$ cat src/sps_defines.svh
/*
  register indices, byte addresses, field positions, reset values and
  counts for the spi slave port. assumes a 12-bit apb byte address.
*/
`ifndef SPS_DEFINES_SVH
`define SPS_DEFINES_SVH
// register indices; byte address is four times the index
`define SPS_IDX_CTRL 10'h0a0
`define SPS_IDX_CFG 10'h0a1
`define SPS_IDX_DATA 10'h0a2
`define SPS_ADR(idx) ({idx, 2'b00})
// config/status fields
`define SPS_CFG_BUSY 7
`define SPS_CFG_MASTER_ENABLE 6
`define SPS_CFG_CPHA 5
`define SPS_CFG_CPOL 4
`define SPS_CFG_SEL 3
`define SPS_CFG_PIN 2
`define SPS_CFG_SHE 1
`define SPS_CFG_RXE 0
`define SPS_CFG_RST 8'h07
// control fields
`define SPS_CTL_DONE 7
`define SPS_CTL_MHI 3
`define SPS_CTL_MLO 2
`define SPS_CTL_EN 0
`define SPS_CTL_RST 8'h04
// select modes and byte length
`define SPS_MODE_3W 2'b00
`define SPS_MODE_4W 2'b01
`define SPS_LAST_BIT 3'h7
`endif

$ cat src/sps_pkg.sv
/*
  types shared by the spi slave port.
  assumes sps_defines.svh is compiled alongside.
*/
`default_nettype none
package sps_pkg;
  // one sample of the serial link pins
  typedef struct packed {
    logic sck;
    logic mosi;
    logic nss_n;
  } sps_link_t;
  // software-set configuration bits
  typedef struct packed {
    logic master_enable;
    logic cpha;
    logic cpol;
  } sps_cfg_t;
endpackage
`default_nettype wire

$ cat src/sps_slave.sv
/*
  spi slave port: apb register slave, link synchroniser, bit counter,
  double-buffered transmit and buffered receive.
  assumes an external master drives sck, mosi and nss_n, all
  asynchronous to i_mclk and slow enough for edge detection.
*/
// Decided for this implementation: register access over APB.
`timescale 1ns/10ps
`default_nettype none
`include "sps_defines.svh"

module sps_slave #(
  parameter int ADDR_W = 12
) (
  input  wire logic              i_mclk,
  input  wire logic              i_rst,
  input  wire logic              i_psel,
  input  wire logic              i_penable,
  input  wire logic              i_pwrite,
  input  wire logic [ADDR_W-1:0] i_paddr,
  input  wire logic [31:0]       i_pwdata,
  output var  logic [31:0]       o_prdata,
  output logic                   o_pready,
  output logic                   o_pslverr,
  input  wire logic              i_sck,
  input  wire logic              i_mosi,
  input  wire logic              i_nss_n,
  output var  logic              o_miso,
  output var  logic              o_miso_oe
);

  // elaboration check on the address width
  if (ADDR_W != 12) begin : g_chk
    $error("sps_slave: ADDR_W must be 12");
  end

  sps_pkg::sps_link_t link_s1;
  sps_pkg::sps_link_t link_s2;
  sps_pkg::sps_link_t link_s3;
  sps_pkg::sps_cfg_t  cfg;
  logic       ctrl_en;
  logic [1:0] mode;
  logic       done;
  logic [2:0] cnt;
  logic [7:0] rx_sh;
  logic [7:0] rx_buf;
  logic       rx_full;
  logic [7:0] tx_sh;
  logic [7:0] tx_buf;
  logic       tx_pend;
  logic       sh_empty;
  logic       sel_flt;

  // two-flop synchroniser plus one delay stage for edges
  always_ff @(posedge i_mclk or posedge i_rst) begin
    if (i_rst) begin
      link_s1 <= 3'b001;
      link_s2 <= 3'b001;
      link_s3 <= 3'b001;
    end else begin
      link_s1 <= {i_sck, i_mosi, i_nss_n};
      link_s2 <= link_s1;
      link_s3 <= link_s2;
    end
  end

  // mode and activity decode
  wire three_wire = (mode == `SPS_MODE_3W);
  wire slave_on   = ctrl_en & ~cfg.master_enable;
  wire active     = slave_on & (three_wire | ~link_s2.nss_n);

  // serial clock edges relative to the idle level
  wire lead  = active & (link_s2.sck != cfg.cpol)
                      & (link_s3.sck == cfg.cpol);
  wire trail = active & (link_s2.sck == cfg.cpol)
                      & (link_s3.sck != cfg.cpol);
  wire smp   = cfg.cpha ? trail : lead;
  wire shf   = cfg.cpha ? lead : trail;
  // opening edge of a byte; the closing edge sets shift-empty unless tx_buf or a data write loads the shifter
  wire sck_open = lead & (cnt == 3'h0);

  // counter clears: disable always, falling select in 4-wire only
  wire nss_fall = ~three_wire & link_s3.nss_n & ~link_s2.nss_n;
  wire cnt_clr  = ~ctrl_en | nss_fall;
  wire byte_end = smp & ~cnt_clr & (cnt == `SPS_LAST_BIT);
  wire [7:0] rx_next = {rx_sh[6:0], link_s2.mosi};
  wire [2:0] next_cnt = cnt_clr ? 3'h0 : (smp ? cnt + 3'h1 : cnt);

  // apb decode
  wire setup   = i_psel & ~i_penable;
  wire acc     = i_psel & i_penable;
  wire hit_ctl = (i_paddr == `SPS_ADR(`SPS_IDX_CTRL));
  wire hit_cfg = (i_paddr == `SPS_ADR(`SPS_IDX_CFG));
  wire hit_dat = (i_paddr == `SPS_ADR(`SPS_IDX_DATA));
  wire mapped  = hit_ctl | hit_cfg | hit_dat;
  wire wr_ctl  = acc & i_pwrite & hit_ctl;
  wire wr_cfg  = acc & i_pwrite & hit_cfg;
  wire wr_dat  = acc & i_pwrite & hit_dat;
  wire rd_dat  = acc & ~i_pwrite & hit_dat;
  assign o_pready  = acc;
  assign o_pslverr = acc & ~mapped;

  // transmit path selection
  wire ld_wr  = wr_dat & (sh_empty | (byte_end & ~tx_pend));
  wire buf_wr = wr_dat & ~ld_wr;
  wire ld_buf = byte_end & tx_pend;
  wire [7:0] next_tx = ld_wr ? i_pwdata[7:0] : (ld_buf ? tx_buf : tx_sh);

  // status views; master mode forces the empties high
  wire busy    = active & ((cnt != 3'h0) | (link_s2.sck != cfg.cpol));
  wire she_rd  = sh_empty | cfg.master_enable;
  wire rxe_rd  = ~rx_full | cfg.master_enable;
  wire [7:0] cfg_rd = {busy, cfg.master_enable, cfg.cpha, cfg.cpol,
                       sel_flt, link_s2.nss_n, she_rd, rxe_rd};
  wire [7:0] ctl_rd = {done, 3'h0, mode, 1'b0, ctrl_en};
  wire [7:0] dat_rd = byte_end ? rx_next : rx_buf;
  wire [7:0] rd_mux = hit_ctl ? ctl_rd :
                      hit_cfg ? cfg_rd :
                      hit_dat ? dat_rd : 8'h00;

  // read data captured in the setup cycle
  always_ff @(posedge i_mclk or posedge i_rst) begin
    if (i_rst) begin
      o_prdata <= 32'h0000_0000;
    end else if (setup) begin
      o_prdata <= {24'h00_0000, rd_mux};
    end
  end

  // control register; done flag set wins over clear
  always_ff @(posedge i_mclk or posedge i_rst) begin
    if (i_rst) begin
      ctrl_en <= 1'b0;
      mode    <= `SPS_MODE_4W;
      done    <= 1'b0;
    end else begin
      if (wr_ctl) begin
        ctrl_en <= i_pwdata[`SPS_CTL_EN];
        mode    <= {i_pwdata[`SPS_CTL_MHI], i_pwdata[`SPS_CTL_MLO]};
      end
      if (byte_end) begin
        done <= 1'b1;
      end else if (wr_ctl && !i_pwdata[`SPS_CTL_DONE]) begin
        done <= 1'b0;
      end
    end
  end

  // configuration bits
  always_ff @(posedge i_mclk or posedge i_rst) begin
    if (i_rst) begin
      cfg <= 3'b000;
    end else if (wr_cfg) begin
      cfg <= i_pwdata[`SPS_CFG_MASTER_ENABLE:`SPS_CFG_CPOL];
    end
  end

  // bit counter and receive shifter
  always_ff @(posedge i_mclk or posedge i_rst) begin
    if (i_rst) begin
      cnt   <= 3'h0;
      rx_sh <= 8'h00;
    end else begin
      cnt <= next_cnt;
      if (smp) begin
        rx_sh <= rx_next;
      end
    end
  end

  // receive buffer; a new byte wins over a read
  always_ff @(posedge i_mclk or posedge i_rst) begin
    if (i_rst) begin
      rx_buf  <= 8'h00;
      rx_full <= 1'b0;
    end else if (byte_end) begin
      rx_buf  <= rx_next;
      rx_full <= 1'b1;
    end else if (rd_dat) begin
      rx_full <= 1'b0;
    end
  end

  // transmit buffer and shift register
  always_ff @(posedge i_mclk or posedge i_rst) begin
    if (i_rst) begin
      tx_sh   <= 8'h00;
      tx_buf  <= 8'h00;
      tx_pend <= 1'b0;
    end else begin
      tx_sh   <= next_tx;
      tx_pend <= buf_wr | (tx_pend & ~ld_buf);
      if (buf_wr) begin
        tx_buf <= i_pwdata[7:0];
      end
    end
  end

  // shift-empty flag
  always_ff @(posedge i_mclk or posedge i_rst) begin
    if (i_rst) begin
      sh_empty <= 1'b1;
    end else if (ld_wr || ld_buf) begin
      sh_empty <= 1'b0;
    end else if (byte_end) begin
      sh_empty <= 1'b1;
    end else if (sck_open) begin
      sh_empty <= 1'b0;
    end
  end

  // miso bit follows the counter on shift edges and loads
  always_ff @(posedge i_mclk or posedge i_rst) begin
    if (i_rst) begin
      o_miso    <= 1'b0;
      o_miso_oe <= 1'b0;
    end else begin
      o_miso_oe <= active;
      if (shf || ld_wr || ld_buf) begin
        o_miso <= next_tx[~next_cnt];
      end
    end
  end

  // deglitched select: follows only after two equal samples
  always_ff @(posedge i_mclk or posedge i_rst) begin
    if (i_rst) begin
      sel_flt <= 1'b0;
    end else if (link_s2.nss_n == link_s3.nss_n) begin
      sel_flt <= ~link_s2.nss_n;
    end
  end
endmodule // sps_slave
`default_nettype wire

$ cat config.mk
export PLATFORM = sky130hd
export DESIGN_NAME = sps_slave
export DESIGN_NICKNAME = d
export VERILOG_FILES = /design/src/sps_pkg.sv /design/src/sps_slave.sv
export VERILOG_INCLUDE_DIRS = /design/src
export SDC_FILE = /design/constraint.sdc
export NUM_CORES = 1
export LEC_CHECK = 0
export BUFFER_PORTS_ARGS = -buffer_cell sky130_fd_sc_hd__buf_2
export CORE_MARGIN = 2
export CORE_UTILIZATION = 33
export CTS_BUF_LIST = sky130_fd_sc_hd__clkbuf_8
export DETAILED_ROUTE_END_ITERATION = 6
export GPL_TIMING_DRIVEN = 1
export PLACE_DENSITY = 0.54
export SETUP_SLACK_MARGIN = 0.4
export SLEW_MARGIN = 20
export SYNTH_ARGS = -nofsm -noshare
export SYNTH_HDL_FRONTEND = slang
export SYNTH_SLANG_ARGS = --single-unit
export TNS_END_PERCENT = 5
$ cat constraint.sdc
create_clock -name i_mclk -period 3.6 [get_ports i_mclk]
set_clock_uncertainty 0.1 [all_clocks]
set_input_delay 0.54 -clock i_mclk [delete_from_list [all_inputs] [get_ports i_mclk]]
set_output_delay 0.54 -clock i_mclk [all_outputs]
set_load 0.02 [all_outputs]
==> impl_metrics.env, run 1 <==
export IMPL_rows=35
export IMPL_crit_fanout=5
export IMPL_cts_resized=0
export IMPL_grt_pass1_wl_um=9520
export IMPL_cts_path_max_buffers=2
export IMPL_ys_seq_area_share_pct=51.5
export IMPL_fmax_mhz=335
export IMPL_fin_ws_ns=0.612
export IMPL_die_area_mm2=0.0101
export IMPL_antenna_found_initial=0
export IMPL_drive_gt1_share_pct=37.3
export IMPL_diodes=0
export IMPL_p_total_uw=1400
export IMPL_min_to="link_s1[0]"
export IMPL_postRouteAntennaNets=0
export IMPL_setup_tns_ns=0
export IMPL_p_per_area_mw_per_mm2=396
export IMPL_reg2reg_depth=9
export IMPL_yosysTopAreaCell="dfrtp_1"
export IMPL_synth_flop_cell="dfrtp_1"
export IMPL_vias_per_cell=4.66
export IMPL_dp_slack_ns=0.315
export IMPL_start_util_pct=33.6
export IMPL_period_needed_ns=2.99
export IMPL_areaGrowthSynthToFinish_pct=15.5
export IMPL_synthTopCellsByArea="dfrtp_1 47%, mux2_2 12%, buf_4 5.9%, dfstp_2 4.3%, mux2_1 2.9%"
export IMPL_synth_top_cells_by_count="58 x dfrtp_1, 33 x mux2_2, 24 x buf_4"
export IMPL_worstHoldStart="i_nss_n"
export IMPL_critPathLaunchType="register"
export IMPL_synthCells=256
export IMPL_drt_wl_total_um=5910
export IMPL_htreeDepth=3
export IMPL_core_mm2=0.00915
export IMPL_grt_usage_pct=12.3
export IMPL_grt_pass1_vias=1943
export IMPL_clockRootBuffer="clkbuf_8"
export IMPL_clk_latency_ns=0.34
export IMPL_crit_arrival_ns=3.11
export IMPL_cap_viol_max_count=0
export IMPL_ys_ff_latch=63
export IMPL_tritoncts="built"
export IMPL_wl_per_cell_um=13.9
export IMPL_gr_total_overflow=0
export IMPL_syn_avg_cell_area_um2=12.0
export IMPL_critPathCaptureType="register"
export IMPL_gp_congestion=0.802
export IMPL_dp_hpwl_um=4390
export IMPL_postCtsHoldBufs=0
export IMPL_crit_reg2reg_launch="cfg[0]"
export IMPL_finalCritPeriodShare_pct=83.0
export IMPL_ir_drop_uv=256
export IMPL_critPathKind="reg2reg"
export IMPL_cp_required_ns=3.73
export IMPL_worstHoldPathCells=1
export IMPL_die_y_um=101
export IMPL_outcome="finished, final reports clean"
export IMPL_leakage_uw=0.00177
export IMPL_syn_area_mm2=0.00307
export IMPL_drt_iter0_drc=101
export IMPL_tightest_slew_ns=0.910
export IMPL_holdCritPathClass="in2reg"
export IMPL_r2r_setup_slack_ns=0.61
export IMPL_synth_edf_count=0
export IMPL_yosysWarnings=0
export IMPL_slew_headroom_pct=39.3
export IMPL_r2r_end="o_miso"
export IMPL_dr_pass1_iters=4
export IMPL_ys_types=51
export IMPL_grt_max_degree=45
export IMPL_ys_async_sr_fraction_pct=100
export IMPL_finalHoldViolCount=0
export IMPL_drc=0
export IMPL_drv_slew=0
export IMPL_num_io_pins=88
export IMPL_die_x_um=101
export IMPL_post_cts_buffers=0
export IMPL_cts_buffers=9
export IMPL_portBuffers=39
export IMPL_rsz0062_at_grt="false"
export IMPL_num_vias=1982
export IMPL_nets=364
export IMPL_setup_viol=0
export IMPL_fin_area_mm2=0.00355
export IMPL_cts_sinks=63
export IMPL_clk_pin_slew_ns=0.07
export IMPL_synth_top_cell_area_share_pct=47.2
export IMPL_postPlaceCellArea_mm2=0.00334
export IMPL_yosysMostFrequentCell="dfrtp_1"
critical path, cell delays in order (launching register included):
cell and delay (ns):
dfrtp_1 0.46, xor2_1 0.26, mux2_2 0.41, nor4_4 0.31, buf_4 0.19, mux2_2 0.32
mux2_2 0.28, o311ai_1 0.23, a211oi_1 0.08, a211o_1 0.23
routing by layer:
metal	wire length [µm]	share of wire, %	global-route usage, %
met3	237	4.0	3.81
met5	0	0	0
met1	2820	48	16.2
met2	2810	48	19.6
met4	46	0.78	3.79
cells by family (layout without fill, tap and decap cells):
kind of cell    after synthesis  in the layout  synth area share, %
xor+xnor                      3              3                0.855
other cells                   1             24                0.122
compound gates               38             38                 8.35
buf+inv                      41             76                 8.27
mux                          50             50                 18.3
simple gates                 56             56                 11.1
fa+ha+maj                     4              4                 1.55
flops                        63             63                 51.5
through the flow:
step           std cells  util [%]  hold slack, ns
2_1_floorplan        279         -           0.231
3_3_place_gp         407      36.5           0.234
3_5_place_dp         407      36.5           0.236
4_1_cts              423      38.6           0.181
5_1_grt              425      38.8           0.172
6_report             425      38.8           0.191
registers in the layout, indices dropped and copies added (netlist names), 3 cells and up:
signal	flops
o_prdata	8
link_s1	3
tx_sh	8
tx_buf	8
cfg	3
rx_sh	7
rx_buf	8
cnt	3
layout make-up:
class	count	area [µm²]
sequential	63	1580
multi-input combinational	175	1320
fill	920	5600
tap	111	139
clock buffer	10	138
clock inverter	6	60.1
inverter	12	45.0
timing repair buffer	48	263
cells in the final DEF (no fill, tap or decap), drive strengths merged, types with 3 or more instances in the layout:
cell and n:
nand2 21, o21a 3, nor2 5, a22oi 3
inv 12, mux2 43, clkinv 3, o21ai 14
dfrtp 58, conb 24, ha 3, buf 48
dfstp 5, mux2i 7, a22o 3, clkbuf 10
nand2b 9, nor3 3, a21oi 4, nor4 4
worst max-delay path by stage:
stage                    start        end  slack [ns]  depth (start not counted)
global route            cfg[0]     o_miso        0.51                          8
CTS                     cfg[0]     o_miso        0.42                          9
global placement    i_paddr[8]  tx_buf[7]        0.32                          6
floorplan           i_paddr[8]     o_miso        0.65                          9
finish                  cfg[0]     o_miso        0.61                          9
detailed placement  i_paddr[8]  tx_buf[4]        0.32                          6
report_power, final:
| part | switching [µW] | internal [µW] |
|---|---|---|
| Sequential | 3.50 | 715 |
| Clock | 273 | 334 |
| Combinational | 57.6 | 20.1 |
| Total | 334 | 1070 |
Power figures use the tool's default switching activity.
==> run 2, diff against run 1 <==
--- a/config.mk
+++ b/config.mk
@@ -6,13 +6,14 @@
 export SDC_FILE = /design/constraint.sdc
 export NUM_CORES = 1
 export LEC_CHECK = 0
+export ABC_AREA = 1
 export BUFFER_PORTS_ARGS = -buffer_cell sky130_fd_sc_hd__buf_2
 export CORE_MARGIN = 2
 export CORE_UTILIZATION = 33
 export CTS_BUF_LIST = sky130_fd_sc_hd__clkbuf_8
 export DETAILED_ROUTE_END_ITERATION = 6
 export GPL_TIMING_DRIVEN = 1
-export PLACE_DENSITY = 0.54
+export PLACE_DENSITY = 0.55
 export SETUP_SLACK_MARGIN = 0.4
 export SLEW_MARGIN = 20
 export SYNTH_ARGS = -nofsm -noshare
==> constraint.sdc (replaced) <==
create_clock -name i_mclk -period 2.55 [get_ports i_mclk]
set_clock_uncertainty 0.1 [all_clocks]
set_input_delay 0.3825 -clock i_mclk [delete_from_list [all_inputs] [get_ports i_mclk]]
set_output_delay 0.3825 -clock i_mclk [all_outputs]
set_load 0.02 [all_outputs]
==> run 2 against run 1 <==
  * Core utilization up 3.8 points
  * Flip-flop and latch count unchanged
  * The flow now finishes with violations (negative hold slack)
  * Highest routed layer unchanged
  * Clock power up 64%
  * Count of clock-buffer cells in the layout unchanged
  * Sequential power up 42%
  * Largest cell class unchanged
  * Setup slack worse by 0.17 ns
==> impl_metrics.env, run 2 <==
export IMPL_htreeDepth=3
export IMPL_crit_end="o_miso"
export IMPL_antenna_found_initial=0
export IMPL_ys_ff_latch=63
export IMPL_vias_per_cell=4.50
export IMPL_cp_required_ns=2.73
export IMPL_finalCritPeriodShare_pct=82.8
export IMPL_mostFrequentLayoutCell="nand2_1"
export IMPL_slew_headroom_pct=60.6
export IMPL_crit_path_max_incr_delay_ns=0.43
export IMPL_setup_tns_ns=0
export IMPL_syn_avg_cell_area_um2=8.14
export IMPL_crit_fanout=5
export IMPL_outcome="complete, but fails checks"
export IMPL_synthCells=404
export IMPL_tightest_slew_ns=0.591
export IMPL_path_cells="nor2_4 > nor2_4 > nor2_4 > nand3_2 > nand2_4 > buf_6 > nand3_2 > nand2_1 > nand2_1 > nand2_1 > nand3_1 > nand3_1 > nand3_1 > nand2_1 > nand2_1 > nand2_1"
export IMPL_clk_latency_ns=0.34
export IMPL_fin_hold_ws_ns=-0.0000493
export IMPL_critPathKind="reg2reg"
export IMPL_drv_slew=0
export IMPL_ir_drop_uv=293
export IMPL_dr_pass1_iters=5
export IMPL_cp_depth=16
export IMPL_fillers=1038
export IMPL_yosysTopAreaCell="dfrtp_1"
export IMPL_wl_per_cell_um=13.0
export IMPL_tritoncts="built"
export IMPL_ys_seq_area_share_pct=48.1
export IMPL_leakage_uw=0.00205
export IMPL_ys_types=31
export IMPL_die_area_mm2=0.0108
export IMPL_grt_usage_pct=15.2
export IMPL_period_needed_ns=2.11
export IMPL_cts_sinks=63
export IMPL_yosysMostFrequentCell="nand2_1"
export IMPL_core_mm2=0.00973
export IMPL_crit_buf_inv=1
export IMPL_r2r_setup_slack_ns=0.44
export IMPL_postRouteAntennaNets=0
export IMPL_synth_flop_cell="dfrtp_1"
export IMPL_p_total_uw=2140
export IMPL_p_per_area_mw_per_mm2=515
export IMPL_r2r_end="o_miso"
export IMPL_areaGrowthSynthToFinish_pct=26.0
export IMPL_critPathLaunchType="register"
export IMPL_holdCritPathClass="in2async"
export IMPL_drc=0
export IMPL_layout_common_cells="85 x nand2_1, 57 x inv_1, 56 x dfrtp_1"
export IMPL_clk_pin_slew_ns=0.08
export IMPL_die_x_um=104
export IMPL_grt_pass1_vias=2631
export IMPL_cpMostUsedCell="nand2_1"
export IMPL_drt_wl_total_um=7990
export IMPL_num_io_pins=88
export IMPL_dp_hpwl_um=5590
export IMPL_synth_edf_count=0
export IMPL_crit_arrival_ns=2.29
export IMPL_critPathCaptureType="register"
export IMPL_cp_startpoint="mode[1]"
export IMPL_synth_top_cells_by_count="95 x nand2_1, 60 x inv_1, 58 x dfrtp_1"
export IMPL_rsz0062_at_grt="true"
export IMPL_cts_path_max_buffers=2
export IMPL_cap_viol_max_count=0
export IMPL_placed_cells=581
export IMPL_fmax_mhz=473
export IMPL_synthTopCellsByArea="dfrtp_1 44%, nand2_1 11%, inv_1 6.8%, o21ai_0 5.9%, buf_4 5.5%"
export IMPL_portBuffers=39
export IMPL_final_core_util_pct=42.6
export IMPL_cts_buffers=9
export IMPL_slowest_stage="dfrtp_2"
export IMPL_grt_max_degree=28
export IMPL_grt_pass1_wl_um=12800
export IMPL_finalHoldViolCount=1
export IMPL_clockRootBuffer="clkbuf_8"
export IMPL_gp_congestion=0.814
export IMPL_postCtsHoldBufs=0
export IMPL_critPathTopFamily="simple AND/OR/NAND/NOR gates"
export IMPL_diodes=0
export IMPL_start_util_pct=33.8
export IMPL_drt_iter0_drc=104
export IMPL_gr_total_overflow=0
export IMPL_nets=533
export IMPL_die_y_um=104
export IMPL_synth_top_cell_area_share_pct=44.1
export IMPL_reg2reg_depth=16
export IMPL_syn_area_mm2=0.00329
export IMPL_failed_checks="negative hold slack"
export IMPL_crit_reg2reg_launch="mode[1]"
export IMPL_setup_viol=0
export IMPL_final_cells=616
export IMPL_drive_gt1_share_pct=28.4
export IMPL_yosysWarnings=0
export IMPL_ys_async_sr_fraction_pct=100
export IMPL_rows=36
export IMPL_num_vias=2770
run 2: changes by cell type in the layout (fill, tap and decap cells not counted), moves of 8 or more:
cell,delta
buf_4,+14
mux2_1,-8
nand2_1,+64
mux2_2,-33
nand3_1,+25
nand2_2,+9
nand2b_1,-9
inv_1,+46
nor2_1,+8
o21ai_0,+26
o21ai_1,+14
run 2: worst register-to-register path, stage by stage (launching register included):
cell	delay [ns]
dfrtp_2	0.43
nor2_4	0.14
nor2_4	0.05
nor2_4	0.16
nand3_2	0.10
nand2_4	0.13
buf_6	0.15
nand3_2	0.14
nand2_1	0.11
nand2_1	0.05
nand2_1	0.08
nand3_1	0.07
nand3_1	0.09
nand3_1	0.07
nand2_1	0.09
nand2_1	0.05
nand2_1	0.05
run 2: cell families (layout without fill, tap and decap cells):
| kind of cell | count (synthesis) | after routing | share of synthesized area, % |
|---|---|---|---|
| AO/OA/AOI/OAI | 64 | 64 | 10.5 |
| adder cells (fa/ha/maj) | 3 | 3 | 1.14 |
| buffers and inverters | 95 | 150 | 14.3 |
| flip-flops | 63 | 63 | 48.1 |
| other | 1 | 24 | 0.114 |
| AND/OR/NAND/NOR | 178 | 179 | 25.8 |
run 2: power breakdown:
part / leakage, µW / total, µW / internal (µW) / switching, µW
Clock: 0.000109 / 996 / 582 / 415
Combinational: 0.00115 / 124 / 32.2 / 91.5
Sequential: 0.000788 / 1020 / 1010 / 5.49
run 2: worst min-delay path by stage:
stage / startpoint / to / slack, ns / cells after the start
final: i_rst / rx_sh[3] / -0.00005 / 2
after global routing: i_nss_n / link_s1[0] / 0.005 / 1
after CTS: i_nss_n / link_s1[0] / 0.01 / 1
after detailed placement: link_s1[2] / link_s2[2] / 0.24 / 0
after global placement: link_s1[2] / link_s2[2] / 0.23 / 0
after floorplan: link_s1[1] / link_s2[1] / 0.23 / 0
run 2: final cells by class:
type	count	area (µm²)	share of cell area, %
sequential	63	1590	38.3
multi-input combinational	270	1460	35.2
timing repair buffer	70	460	11.1
inverter	64	243	5.86
tap	133	166	4.02
clock buffer	10	138	3.32
clock inverter	6	92.6	2.23
run 2: layer usage:
layer  track usage [%]  vias up  wire [µm]  part of all wire (%)
li1                  -     1395          -                     -
met5                 0        -          0                     0
met4              5.69        0         93                   1.2
met1              19.7     1309       3590                    45
met2              23.8       60       3900                    49
met3              4.59        6        413                   5.2
run 2: what timing repair did:
action	4_1_cts	5_1_grt
cloned	0	2
setup buffers	4	13
resized for setup	10	33
setup endpoints to repair	5	7
endpoints found under the hold margin	0	0
pin swaps	2	23
run 2: stage by stage:
| stage | hold WS, ns | cell area (µm²) | setup slack (ns) |
|---|---|---|---|
| after floorplan | 0.231 | 3380 | 0.506 |
| after global placement | 0.233 | 3620 | 0.251 |
| after detailed placement | 0.237 | 3620 | 0.248 |
| after CTS | 0.0134 | 3920 | 0.393 |
| after global routing | 0.00477 | 4140 | 0.308 |
| final | -0.0000493 | 4140 | 0.438 |
